==> src/include/pull_in_cfg_pkg.sv <==
// Package: register map, field layouts and reset values of the loop pull-in configuration block
package pull_in_cfg_pkg;

  // ==========================================================================
  // Register map
  localparam logic [7:0] ADDR_MINI_HOLD  = 8'h40;
  localparam logic [7:0] ADDR_LIMIT_LOW  = 8'h41;
  localparam logic [7:0] ADDR_LIMIT_HIGH = 8'h42;
  localparam logic [7:0] ADDR_HOLD_CTRL  = 8'h50;
  localparam logic [7:0] ADDR_STATUS     = 8'h51;

  // ==========================================================================
  // Reset values
  localparam logic [7:0] RST_MINI_HOLD  = 8'h00;
  localparam logic [7:0] RST_LIMIT_LOW  = 8'h76;
  localparam logic [7:0] RST_LIMIT_HIGH = 8'h00;
  localparam logic [7:0] RST_HOLD_CTRL  = 8'h00;

  // ==========================================================================
  // Field positions
  localparam int MINI_SEL_LSB   = 3;
  localparam int HOLD_HI_LSB    = 0;
  localparam int LIMIT_HI_BITS  = 2;
  localparam int AUTO_AVG_BIT   = 7;
  localparam int FAST_AVG_BIT   = 6;
  localparam int MAN_HOLD_BIT   = 4;
  localparam int CAL_EN_BIT     = 0;

  // ==========================================================================
  // Types
  typedef enum logic [1:0] {
    MINI_FOLLOW = 2'b00,
    MINI_FREEZE = 2'b01,
    MINI_FAST   = 2'b10,
    MINI_SLOW   = 2'b11
  } mini_sel_t;

  typedef enum logic [1:0] {
    SRC_FREEZE = 2'b00,
    SRC_FAST   = 2'b01,
    SRC_SLOW   = 2'b10,
    SRC_MANUAL = 2'b11
  } hold_src_t;

  typedef enum logic [1:0] {
    ST_FREE   = 2'b00,
    ST_LOCKED = 2'b01,
    ST_MINI   = 2'b10,
    ST_HOLD   = 2'b11
  } loop_state_t;

  typedef struct packed {
    logic [7:0] addr;
    logic [7:0] wdata;
    logic       wr;
    logic       rd;
  } reg_req_t;

  typedef struct packed {
    logic        valid;
    logic [31:0] offset;
  } freq_sample_t;

endpackage

==> src/offset_clamp.sv <==
// Symmetric clamp of a signed loop frequency offset against a scaled unsigned limit
`timescale 1ns/1ps
`default_nettype none

module offset_clamp
  import pull_in_cfg_pkg::*;
#(
  parameter int OFS_W   = 32,
  parameter int LIMIT_W = 10,
  parameter int STEP    = 1
) (
  // Clock and reset
  input  wire logic                     clk_sys,
  input  wire logic                     rst_n,
  // Offset in, limit and calibration reference
  input  wire freq_sample_t             raw,
  input  wire logic [LIMIT_W-1:0]       limit,
  input  wire logic signed [OFS_W-1:0]  cal_ref,
  input  wire logic                     cal_en,
  // Clamped offset out
  output freq_sample_t                  clamped,
  output logic                          clipping
);

  logic signed [OFS_W-1:0] rel;
  logic signed [OFS_W-1:0] bound;
  logic signed [OFS_W-1:0] res;
  logic                    clip_d;
  freq_sample_t            out_d;
  freq_sample_t            out_q;
  logic                    clip_q;

  always_comb begin
    // Offset is judged against the calibrated oscillator when calibration is on
    rel   = cal_en ? $signed(raw.offset) - cal_ref : $signed(raw.offset);
    bound = $signed(OFS_W'(limit) * OFS_W'(STEP));
    res    = rel;
    clip_d = 1'b0;
    if (rel > bound) begin
      res    = bound;
      clip_d = 1'b1;
    end else if (rel < -bound) begin
      res    = -bound;
      clip_d = 1'b1;
    end
    out_d.valid  = raw.valid;
    out_d.offset = cal_en ? 32'(res + cal_ref) : 32'(res);
    if (!raw.valid) begin
      clip_d = clip_q;
    end
  end

  always_ff @(posedge clk_sys) begin
    if (!rst_n) begin
      out_q  <= '0;
      clip_q <= 1'b0;
    end else begin
      out_q  <= out_d;
      clip_q <= clip_d;
    end
  end

  assign clamped  = out_q;
  assign clipping = clip_q;

endmodule

`default_nettype wire

==> src/pull_in_limit_cfg.sv <==
// Loop pull-in limit and mini-holdover configuration with holdover frequency selection
//
// Our own choice: the address-and-strobe port.
`timescale 1ns/1ps
`default_nettype none

module pull_in_limit_cfg
  import pull_in_cfg_pkg::*;
#(
  parameter int OFS_W   = 32,
  parameter int LIMIT_W = 10,
  parameter int STEP    = 1
) (
  // Clock and reset
  input  wire logic              clk_sys,
  input  wire logic              rst_n,
  // Register port
  input  wire reg_req_t          req,
  output logic [7:0]             rdata,
  // Loop status inputs
  input  wire logic              ref_ok,
  input  wire logic              loop_locked,
  input  wire logic              ref_failed,
  input  wire logic signed [OFS_W-1:0] cal_ref,
  // Offsets of both main loops, averager values and manual frequency
  input  wire freq_sample_t      primary_loop_ofs,
  input  wire freq_sample_t      secondary_loop_ofs,
  input  wire logic [OFS_W-1:0]  fast_avg,
  input  wire logic [OFS_W-1:0]  slow_avg,
  input  wire logic [OFS_W-1:0]  manual_freq,
  // Results
  output freq_sample_t           primary_loop_lim,
  output freq_sample_t           secondary_loop_lim,
  output logic [OFS_W-1:0]       hold_freq,
  output logic                   holding,
  output logic [1:0]             loop_state
);

  // ==========================================================================
  // Registers
  logic [7:0]   mini_q,  mini_d;
  logic [7:0]   lim_lo_q, lim_lo_d;
  logic [1:0]   lim_hi_q, lim_hi_d;
  logic [7:0]   ctrl_q,  ctrl_d;
  logic [7:0]   rdata_q, rdata_d;
  loop_state_t  st_q,    st_d;
  logic [OFS_W-1:0] last_q, last_d;
  logic [OFS_W-1:0] hold_q, hold_d;
  logic         clip_p, clip_s;
  logic [LIMIT_W-1:0] pull_in_limit_value;
  hold_src_t    src;

  function automatic hold_src_t full_src(input logic [7:0] c);
    if (c[MAN_HOLD_BIT])
      return SRC_MANUAL;
    else if (!c[AUTO_AVG_BIT])
      return SRC_FREEZE;
    else
      return c[FAST_AVG_BIT] ? SRC_FAST : SRC_SLOW;
  endfunction

  assign pull_in_limit_value = {lim_hi_q, lim_lo_q};

  always_comb begin
    mini_d   = mini_q;
    lim_lo_d = lim_lo_q;
    lim_hi_d = lim_hi_q;
    ctrl_d   = ctrl_q;
    rdata_d  = 8'h00;
    if (req.wr) begin
      unique case (req.addr)
        ADDR_MINI_HOLD:  mini_d   = req.wdata;
        ADDR_LIMIT_LOW:  lim_lo_d = req.wdata;
        ADDR_LIMIT_HIGH: lim_hi_d = req.wdata[LIMIT_HI_BITS-1:0];
        ADDR_HOLD_CTRL:  ctrl_d   = req.wdata;
        default: ;
      endcase
    end
    if (req.rd) begin
      unique case (req.addr)
        ADDR_MINI_HOLD:  rdata_d = mini_q;
        ADDR_LIMIT_LOW:  rdata_d = lim_lo_q;
        ADDR_LIMIT_HIGH: rdata_d = {6'h00, lim_hi_q};
        ADDR_HOLD_CTRL:  rdata_d = ctrl_q;
        ADDR_STATUS:     rdata_d = {4'h0, clip_s, clip_p, st_q};
        default:         rdata_d = 8'h00;
      endcase
    end
  end

  // ==========================================================================
  // Loop state: mini-holdover on a brief loss while locked
  always_comb begin
    st_d = st_q;
    unique case (st_q)
      ST_FREE:   if (loop_locked && ref_ok) st_d = ST_LOCKED;
      ST_LOCKED: if (!ref_ok) st_d = ST_MINI;
      ST_MINI: begin
        if (ref_failed) st_d = ST_HOLD;
        else if (ref_ok) st_d = ST_LOCKED;
      end
      ST_HOLD:   if (ref_ok && loop_locked) st_d = ST_LOCKED;
    endcase
  end

  // ==========================================================================
  // Held frequency source
  always_comb begin
    unique case (mini_sel_t'(mini_q[MINI_SEL_LSB +: 2]))
      MINI_FREEZE: src = SRC_FREEZE;
      MINI_FAST:   src = SRC_FAST;
      MINI_SLOW:   src = SRC_SLOW;
      MINI_FOLLOW: src = full_src(ctrl_q);
    endcase
    if (st_q == ST_HOLD) src = full_src(ctrl_q);
    last_d = (st_q == ST_LOCKED) ? primary_loop_lim.offset : last_q;
    hold_d = hold_q;
    if (st_q == ST_MINI || st_q == ST_HOLD) begin
      unique case (src)
        SRC_FREEZE: hold_d = last_q;
        SRC_FAST:   hold_d = fast_avg;
        SRC_SLOW:   hold_d = slow_avg;
        SRC_MANUAL: hold_d = manual_freq;
      endcase
    end
  end

  always_ff @(posedge clk_sys) begin
    if (!rst_n) begin
      mini_q   <= RST_MINI_HOLD;
      lim_lo_q <= RST_LIMIT_LOW;
      lim_hi_q <= RST_LIMIT_HIGH[1:0];
      ctrl_q   <= RST_HOLD_CTRL;
      rdata_q  <= 8'h00;
      st_q     <= ST_FREE;
      last_q   <= '0;
      hold_q   <= '0;
    end else begin
      mini_q   <= mini_d;
      lim_lo_q <= lim_lo_d;
      lim_hi_q <= lim_hi_d;
      ctrl_q   <= ctrl_d;
      rdata_q  <= rdata_d;
      st_q     <= st_d;
      last_q   <= last_d;
      hold_q   <= hold_d;
    end
  end

  // ==========================================================================
  // One limit bounds both loops alike
  offset_clamp #(.OFS_W(OFS_W), .LIMIT_W(LIMIT_W), .STEP(STEP)) u_clamp_p (
    .clk_sys  (clk_sys),
    .rst_n    (rst_n),
    .raw      (primary_loop_ofs),
    .limit    (pull_in_limit_value),
    .cal_ref  (cal_ref),
    .cal_en   (ctrl_q[CAL_EN_BIT]),
    .clamped  (primary_loop_lim),
    .clipping (clip_p)
  );

  offset_clamp #(.OFS_W(OFS_W), .LIMIT_W(LIMIT_W), .STEP(STEP)) u_clamp_s (
    .clk_sys  (clk_sys),
    .rst_n    (rst_n),
    .raw      (secondary_loop_ofs),
    .limit    (pull_in_limit_value),
    .cal_ref  (cal_ref),
    .cal_en   (ctrl_q[CAL_EN_BIT]),
    .clamped  (secondary_loop_lim),
    .clipping (clip_s)
  );

  assign rdata      = rdata_q;
  assign hold_freq  = hold_q;
  assign holding    = st_q[1];
  assign loop_state = st_q;

endmodule

`default_nettype wire

==> config.mk <==
export PLATFORM = sky130hd
export DESIGN_NAME = pull_in_limit_cfg
export DESIGN_NICKNAME = d
export VERILOG_FILES = /design/src/include/pull_in_cfg_pkg.sv /design/src/offset_clamp.sv /design/src/pull_in_limit_cfg.sv
export SDC_FILE = /design/constraint.sdc
export NUM_CORES = 1
export LEC_CHECK = 0
export ABC_AREA = 1
export ABC_CLOCK_PERIOD_IN_PS = 13300
export BUFFER_PORTS_ARGS = -buffer_cell sky130_fd_sc_hd__buf_4
export CORE_ASPECT_RATIO = 1.4
export CORE_MARGIN = 2
export CORE_UTILIZATION = 35
export CTS_BUF_LIST = sky130_fd_sc_hd__clkbuf_4
export DETAILED_ROUTE_END_ITERATION = 10
export HOLD_SLACK_MARGIN = 0.06
export PLACE_DENSITY = 0.58
export SLEW_MARGIN = 30
export SYNTH_ARGS = -nofsm -noshare
export SYNTH_HDL_FRONTEND = slang
export SYNTH_HIERARCHICAL = 1
export SYNTH_SLANG_ARGS = --single-unit
==> constraint.sdc <==
create_clock -name clk_sys -period 13.3 [get_ports clk_sys]
set_input_delay 1.995 -clock clk_sys [delete_from_list [all_inputs] [get_ports clk_sys]]
set_output_delay 1.995 -clock clk_sys [all_outputs]
set_load 0.01 [all_outputs]
# [Word-level counts from Yosys, hierarchy flattened]
# Index checks and enable logic that the tools add are counted.
[totals] ff_bits=168 elab_cells=76 out_inout_bits=109 n_memories=0 latchBits=0 romBits=0 mem_bits_rw=0 input_bits=217
[op_classes] n_reduce_logical=12 div_mod_pow=0 bitwise=0 n_shift=0 eq_ne=17 n_mux=24 multipliers=0 n_addsub=5 magnitude_cmp=4
[op_table] cell="two-way mux 32 bit" count=8
[op_table] cell="case mux 32 bit (4 select lines)" count=1
[op_table] cell="adder 32 bit" count=2
[op_table] cell="greater-than comparator 32 x 11 -> 1 bit" count=2
[op_table] cell="< comparator 32 bit" count=2
[op_table] cell="subtractor 32 bit" count=2
[op_table] cell="equality test 8 x 7 -> 1 bit (second input constant)" count=5
[op_table] cell="case mux 8 bit (5 select lines)" count=1
[op_table] cell="negator 10 -> 32 bit" count=1
[op_table] cell="two-way mux 2 bit" count=8
[op_table] cell="equality test 2 bit (second input constant)" count=6
[op_table] cell="AND reduction 2 bit" count=5
[op_table] cell="case mux 2 bit (4 select lines)" count=1
[op_table] cell="equality test 2 x 1 -> 1 bit (second input constant)" count=3
[op_table] cell="logical NOT 2 bit" count=3
[op_table] cell="case mux 2 bit (3 select lines)" count=1
[op_table] cell="two-way mux 1 bit" count=4
[op_table] cell="!= test 3 bit (second input constant)" count=1
[op_table] cell="AND reduction 3 bit" count=1
[op_table] cell="!= test 2 x 1 -> 1 bit (second input constant)" count=1
[op_table] cell="!= test 2 bit (second input constant)" count=1
[op_table] cell="OR reduction 2 bit" count=1
[op_table] cell="logical AND 1 bit" count=1
[op_table] cell="logical OR 1 bit" count=1

# [Depth between registers and ports, before layout]
# Gate-level depths: netlist of run 1.
[logic_depth] ltp_word=7 mapped_depth=49 depth_no_buf=48

# [Modules after synthesis]
# The synthesis of run 1 kept the hierarchy.
[modules_own_cells] mod="offset_clamp at u_clamp_p" seq_area_each_um2=680.7 cells_per_inst=1389 instances=1 area_each_um2=7861.3
[modules_own_cells] mod="offset_clamp at u_clamp_s" seq_area_each_um2=680.7 cells_per_inst=1387 instances=1 area_each_um2=7764.9
[modules_own_cells] mod="pull_in_limit_cfg" seq_area_each_um2=2001.9 cells_per_inst=703 instances=1 area_each_um2=4750.8

# [Least setup slack after synthesis of run 1]
# OpenSTA, ideal clock, no wires.
[synth_path] path_kind="input-to-reg" start="input port cal_ref[10]" end="register u_clamp_s.out_q, in the netlist u_clamp_s/clamped[16]" path_stages=47 t_arrival_ns=7.272 required_ns=13.230 n_path_buf=1 setup_time_ns=0.070 path_slack_ns=5.958 cell_sequence="inv_1 ha_1 nand2_1 inv_1 nand2_1 inv_1 nand2_1 nor2_1 nand2_1 nand3_1 nand3_1 nand2_1 xor2_1 nand2_1 o21ai_2 buf_2 inv_1 ha_1 (+11 left out) nand2_1 nand2_1 nand2_1 inv_1 ha_1 inv_1 fa_1 inv_1 a21oi_1 o21ai_0 nand3_1 nand2_1 a21oi_1 o21a_1 or2_2 nand3_1 nand2_1 a21oi_1"
[synth_via] elab_chain_cells=7 word_cells_on_any_way=8 classes_between="2 x add/sub; 2 x order compare; 4 x mux"
[synth_lines] item="start: declaration" line_no="pull_in_limit_cfg.sv:24" rtl="input wire logic signed [OFS_W-1:0] cal_ref,"
[synth_lines] item="subtractor 32 bit" line_no="offset_clamp.sv:35" rtl="rel = cal_en ? $signed(raw.offset) - cal_ref : $signed(raw.offset);"
[synth_lines] item="two-way mux 32 bit" line_no="offset_clamp.sv:35"
[synth_lines] item="< comparator 32 bit" line_no="offset_clamp.sv:42" rtl="end else if (rel < -bound) begin"
[synth_lines] item="two-way mux 32 bit" line_no="offset_clamp.sv:42"
[synth_lines] item="two-way mux 32 bit" line_no="offset_clamp.sv:39" rtl="if (rel > bound) begin"
[synth_lines] item="adder 32 bit" line_no="offset_clamp.sv:47" rtl="out_d.offset = cal_en ? 32'(res + cal_ref) : 32'(res);"
[synth_lines] item="two-way mux 32 bit *" line_no="offset_clamp.sv:47"
[synth_lines] item="end signal: assignment" line_no="offset_clamp.sv:58" rtl="out_q <= out_d;"
[synth_lines] item="end: declaration" line_no="offset_clamp.sv:30" rtl="freq_sample_t out_q;"
# Mark *: on every way between the ends. The rest lies on a longest branch, timed or not.
# A chain may end at the register's enable or synchronous reset.

# [Final worst setup path of run 1]
[layout_path] start="input port cal_ref[9]" end="register u_clamp_s.out_q, in the netlist u_clamp_s/clamped[28]"
# The elaborated chain is that of the path after synthesis.

==> impl_metrics.py, run 1 <==
metrics = {
    "placement": {
        "io_buffers": 325,
        "gp_congestion": 1.00,
        "dp_hpwl_mm": 71.4,
        "pre_cts_ws_ns": 4.00,
    },
    "setup_path": {
        "critical_path.startpoint_type": "primary input",
        "reg2reg_from": "ctrl_q[0]$_SDFFE_PN0P_",
        "critPathMaxFanout": 32,
        "worst_r2r_path_depth": 38,
        "worstPathArrival_ns": 9.40,
        "crit_slowest_cell": "o21ai_0",
        "r2r_end": "u_clamp_s/clamped[28]$_SDFF_PN0_",
        "critPathCaptureType": "flop",
        "path_class": "in2reg",
        "worstPathRequired_ns": 13.93,
        "cp_slowest_stage_delay_ns": 0.57,
        "ff2ff_setup_slack_ns": 5.67,
        "crit_top_cell": "nand2_1",
    },
    "routing": {
        "first_pass_iters": 5,
        "wl_per_cell_um": 19.2,
        "drt_wl_total_mm": 86.4,
        "drc_errors": 0,
        "ant_nets": 0,
        "vias_per_cell": 5.15,
        "vias": 23181,
        "drt-initial-drc-count": 1696,
    },
    "pwr": {
        "power_leakage_nw": 12.9,
        "vdd_drop_max_uv": 63.0,
        "power_density_nw_per_um2": 78.5,
    },
    "finish": {
        "drive_gt1_frac": 0.147,
        "final_common_cell": "nand2_1",
        "final-seq-area_um2": 3370,
        "nNetsFinal": 4183,
        "fillerInstances": 6473,
        "final_cell_mix": "nand2_1 (967), inv_1 (564), buf_4 (336)",
        "multi_input_comb_area_um2": 14400,
        "post-route-util": 0.412,
        "area_delta_synth_final_pct": 16.4,
    },
    "floorplanning": {
        "dieArea_um2": 60200,
        "die_w_um": 208,
        "core-area_um2": 57500,
        "initial_core_util": 0.354,
        "die_y_um": 289,
        "num_rows": 104,
        "io_pins": 326,
    },
    "sta": {
        "setup_violations": 0,
        "min_period_ns": 8.76,
        "finalHoldViolations": 0,
        "drv_slew": 0,
        "fmax_ghz": 0.114,
        "worst_pin_slew_ns": 1.16,
        "fin_worst_skew_ns": 0.0301,
        "fin_tns_setup_ns": 0,
        "rsz0062_at_grt": "no",
        "setup_ws_ns": 4.54,
        "slew-limit-headroom": 0.216,
        "min_period_over_period": 0.659,
    },
    "status": {
        "status": "finished, final reports clean",
    },
    "clocking": {
        "clock_sinks": 168,
        "cts_root_buffer": "clkbuf_4",
        "cts_buffers": 17,
        "clk_pin_slew_worst_paths_ns": 0.17,
        "htreeDepth": 4,
        "clk_latency_ns": 0.69,
        "ctsLongestPathBuffers": 2,
        "cts_setup_buffers": 0,
        "cts_resized": 0,
        "cts_hold_buf": 0,
        "cts_tree": "yes",
    },
    "job": {
        "max-cap-violations": 0,
    },
    "yosys": {
        "syn-num-nets": 3915,
        "synth_edf_count": 0,
        "yosysWarnings": 6,
        "synthArstFlopShare": 0,
        "synth_area_um2": 20400,
        "syn_inst": 3479,
        "ys_ff_latch": 168,
        "ys_types": 53,
        "synth-main-ff-cell": "dfxtp_1",
        "avgSynthCellArea_um2": 5.86,
        "ys_seq_area_frac": 0.165,
    },
    "hold_path": {
        "hold_path_class": "reg2reg",
        "whs_path_depth": 2,
        "min_from": "ctrl_q[2]$_SDFFE_PN0P_",
        "hold-path-endpoint": "ctrl_q[2]$_SDFFE_PN0P_",
    },
    "global_routing": {
        "grt_overflow": 0,
        "grt_start_max_net_pins": 73,
        "grt.total_usage": 0.279,
        "antenna_found_initial": 1,
        "grt_first_pass_wirelength_mm": 128,
        "grt_pass1_vias": 22184,
    },
}
[per-layer routing]
metal	wire length [um]	part of all wire	GRT usage
met1	33200	0.38	0.305
met2	42500	0.49	0.507
met3	4260	0.049	0.0339
met4	6500	0.075	0.187
met5	0	0	0
[kinds of logic after synthesis]
kind of cell    synth area share
flops                      0.165
compound gates             0.159
buf+inv                    0.129
mux                     0.000982
xor+xnor                  0.0258
fa+ha+maj                  0.136
simple gates               0.384
[sequential cells by signal, indices dropped and copies added (netlist names), 2 cells and up]
name / flops
loop_state: 2
lim_lo_q: 8
last_q: 32
ctrl_q: 8
u_clamp_s/clamped: 33
hold_freq: 32
rdata: 8
u_clamp_p/clamped: 33
mini_q: 8
lim_hi_q: 2
[layout make-up]
cell class / count / area share
Antenna cell: 1 / 0.000106
Clock buffer: 18 / 0.00570
Clock inverter: 14 / 0.00602
Inverter: 587 / 0.0929
Multi-Input combinational cell: 2636 / 0.607
Sequential cell: 168 / 0.142
Tap cell: 742 / 0.0392
Timing Repair Buffer: 337 / 0.108
[Yosys cell counts (6+ instances only)]
cell type  instances  area (um^2)
nand2_1          967         3630
inv_1            566         2120
a21oi_1          275         1380
nor2_1           272         1020
nand3_1          258         1290
ha_1             215         2690
o21ai_0          207         1040
dfxtp_1          168         3360
clkbuf_1          52          195
nand4_1           52          325
nand3_2           42          420
xor2_1            40          350
o21ai_1           36          180
nor3_1            31          155
or2_2             30          188
nand2_2           23          144
nor2_2            20          125
xnor2_1           20          175
a21oi_2           18          158
inv_2             18         67.6
buf_2             16         80.1
o211ai_1          11         82.6
o21a_1            11         82.6
nand3b_1          10         75.1
nor2_4            10          113
and2_1             9         56.3
buf_4              8         60.1
o221ai_1           8         70.1
o31ai_1            8         60.1
nand3b_2           7         78.8
a21o_1             6         45.0
a31oi_1            6         37.5
buf_1              6         22.5
[worst max path at each step]
stage | start | to | slack (ns) | cells past startpoint
detailed placement | cal_ref[9] | u_clamp_s/clamped[28]$_SDFF_PN0_ | 4.00 | 50
floorplan | cal_ref[10] | u_clamp_s/clamped[16]$_SDFF_PN0_ | 5.96 | 47
CTS | cal_ref[9] | u_clamp_s/clamped[28]$_SDFF_PN0_ | 4.73 | 50
global route | cal_ref[2] | u_clamp_s/clamped[28]$_SDFF_PN0_ | 3.88 | 50
finish | cal_ref[9] | u_clamp_s/clamped[28]$_SDFF_PN0_ | 4.54 | 50
global placement | cal_ref[9] | u_clamp_s/clamped[28]$_SDFF_PN0_ | 3.91 | 50
[through the flow]
| stage | std cells | power [mW] | hold slack (ns) | cell area (um^2) |
|---|---|---|---|---|
| final | 4503 | 1.86 | 0.461 | 23700 |
| after global routing | 4503 | 2.01 | 0.481 | 23700 |
| after CTS | 4502 | 1.87 | 0.463 | 23700 |
| after detailed placement | 4470 | 1.55 | 0.443 | 23400 |
| after global placement | 4469 | 1.55 | 0.435 | 23400 |
| after floorplan | 3479 | 1.21 | 0.425 | 20400 |
[worst max-delay path, delay by kind of cell]
kind,cells,cell delay [ns]
buf+inv,11,1.60
fa+ha+maj,4,1.30
xor+xnor,1,0.14
compound gates,7,1.60
simple gates,27,2.72
[report_power, final]
group	total, mW	internal [mW]	switching (mW)
Sequential	0.625	0.587	0.0381
Combinational	0.923	0.342	0.581
Clock	0.314	0.0997	0.214
Total	1.86	1.03	0.833
Power figures use the tool's default switching activity.
==> run 2, diff against run 1 <==
--- a/config.mk
+++ b/config.mk
@@ -6,7 +6,7 @@
 export NUM_CORES = 1
 export LEC_CHECK = 0
 export ABC_AREA = 1
-export ABC_CLOCK_PERIOD_IN_PS = 13300
+export ABC_CLOCK_PERIOD_IN_PS = 8900
 export BUFFER_PORTS_ARGS = -buffer_cell sky130_fd_sc_hd__buf_4
 export CORE_ASPECT_RATIO = 1.4
 export CORE_MARGIN = 2
==> constraint.sdc (replaced) <==
create_clock -name clk_sys -period 8.9 [get_ports clk_sys]
set_input_delay 1.335 -clock clk_sys [delete_from_list [all_inputs] [get_ports clk_sys]]
set_output_delay 1.335 -clock clk_sys [all_outputs]
set_load 0.01 [all_outputs]
==> run 2 against run 1 <==
Total power increased by 49%. Sequential power increased by 49%. Sequential share of layout area about the same. Critical path type unchanged. Largest power group unchanged.
==> impl_metrics.py, run 2 (synthesis results as in run 1) <==
metrics = {
    "status": {
        "status": "finished, final reports clean",
    },
    "global_routing": {
        "grtUsageMet2": 0.494,
        "globalRouteMet3Util": 0.0294,
        "grt.total_usage": 0.272,
        "grt_pass1_vias": 21614,
        "grt_start_max_net_pins": 83,
        "top_usage_layer": "met2",
        "grt_overflow": 0,
        "antenna_found_initial": 5,
        "use_met1": 0.301,
        "grt_first_pass_wirelength_mm": 125,
    },
    "clocking": {
        "clk_pin_slew_worst_paths_ns": 0.16,
        "cts_resized": 0,
        "htreeDepth": 4,
        "clk_latency_ns": 0.65,
        "ctsLongestPathBuffers": 2,
        "cts_hold_buf": 0,
        "cts_buffers": 17,
        "cts_setup_buffers": 0,
        "cts_root_buffer": "clkbuf_4",
        "cts_tree": "yes",
        "clock_sinks": 168,
    },
    "sta": {
        "min_period_over_period": 0.883,
        "slew-limit-headroom": 0.370,
        "drv_slew": 0,
        "setup_violations": 0,
        "worst_pin_slew_ns": 0.935,
        "fin_tns_setup_ns": 0,
        "min_period_ns": 7.86,
        "rsz0062_at_grt": "no",
        "fmax_ghz": 0.127,
        "fin_worst_skew_ns": 0.0447,
        "finalHoldViolations": 0,
    },
    "finish": {
        "final_common_cell": "nand2_1",
        "area_delta_synth_final_pct": 16.5,
        "final_cell_mix": "nand2_1 (967), inv_1 (564), buf_4 (339)",
        "drive_gt1_frac": 0.148,
        "nNetsFinal": 4186,
    },
    "pwr": {
        "vdd_drop_max_uv": 91.2,
        "power_leakage_nw": 12.9,
        "power_mw": 2.78,
        "power_density_nw_per_um2": 117,
    },
    "floorplanning": {
        "dieArea_um2": 60200,
        "core-area_um2": 57500,
        "io_pins": 326,
        "die_y_um": 289,
        "initial_core_util": 0.354,
        "num_rows": 104,
        "die_w_um": 208,
    },
    "setup_path": {
        "critical_path.startpoint_type": "primary input",
        "crit_top_cell": "nand2_1",
        "worstPathRequired_ns": 9.47,
        "critPathCaptureType": "flop",
        "critPathMaxFanout": 25,
        "worstPathArrival_ns": 8.44,
        "crit_slowest_cell": "nand2_1",
        "path_class": "in2reg",
        "cp_slowest_stage_delay_ns": 0.60,
    },
    "placement": {
        "dp_hpwl_mm": 69.8,
        "io_buffers": 325,
        "gp_congestion": 0.982,
    },
    "hold_path": {
        "hold_path_class": "reg2reg",
    },
    "routing": {
        "drc_errors": 0,
        "ant_nets": 0,
        "first_pass_iters": 6,
        "wl_per_cell_um": 18.8,
        "vias": 22906,
        "vias_per_cell": 5.08,
        "drt_wl_total_mm": 84.7,
        "drt-initial-drc-count": 1570,
    },
    "job": {
        "max-cap-violations": 0,
    },
}
[run 2: changes by cell type in the layout (fill, tap and decap cells not counted), sizes merged]
cell,before,now
inv,589,591
clkinvlp,3,0
buf,337,340
clkbuf,18,19
[run 2: power breakdown]
| group | internal [mW] | total (mW) | switching, mW |
|---|---|---|---|
| Clock | 0.155 | 0.477 | 0.322 |
| Combinational | 0.512 | 1.37 | 0.861 |
| Sequential | 0.877 | 0.932 | 0.0550 |
[run 2: cell type report]
type / instances / area [um^2]
clock inverter: 13 / 139
timing repair buffer: 340 / 2560
multi-input combinational: 2636 / 14400
tap: 742 / 928
sequential: 168 / 3370
inverter: 587 / 2200
antenna: 1 / 2.50
clock buffer: 19 / 143
fill: 6510 / 33800
[run 2: worst paths after layout]
path,startpoint,endpoint,slack [ns],cells after the start
min,ctrl_q[2]$_SDFFE_PN0P_,ctrl_q[2]$_SDFFE_PN0P_,0.47,2
max reg2reg,ctrl_q[0]$_SDFFE_PN0P_,u_clamp_p/clamped[28]$_SDFF_PN0_,2.22,30
max,cal_ref[17],u_clamp_p/clamped[28]$_SDFF_PN0_,1.04,41
min reg2reg,ctrl_q[2]$_SDFFE_PN0P_,ctrl_q[2]$_SDFFE_PN0P_,0.47,2
[run 2: metal layers]
metal | share of wire | up-vias
li1 | - | 11720
met1 | 0.39 | 10272
met2 | 0.49 | 725
met3 | 0.047 | 185
met4 | 0.075 | 4
met5 | 0.00033 | -
[run 2: metrics by stage]
step	worst slack, ns	hold WS, ns	cells	cell area, um^2	util
finish	1.04	0.465	4506	23700	0.413
global route	0.365	0.492	4506	23700	0.413
CTS	1.17	0.465	4505	23700	0.413
detailed placement	0.489	0.444	4473	23400	0.408
global placement	0.480	0.440	4473	23400	0.408
floorplan	2.22	0.425	3479	20400	-
[run 2: worst max-delay path: cells and delay by family]
family	cells	cell delay, ns
adders and majority gates	3	1.24
and+or+nand+nor	27	4.19
xor gates and xnor gates	1	0.14
buffers and inverters	5	0.56
AOI/OAI and AO/OA	5	0.95
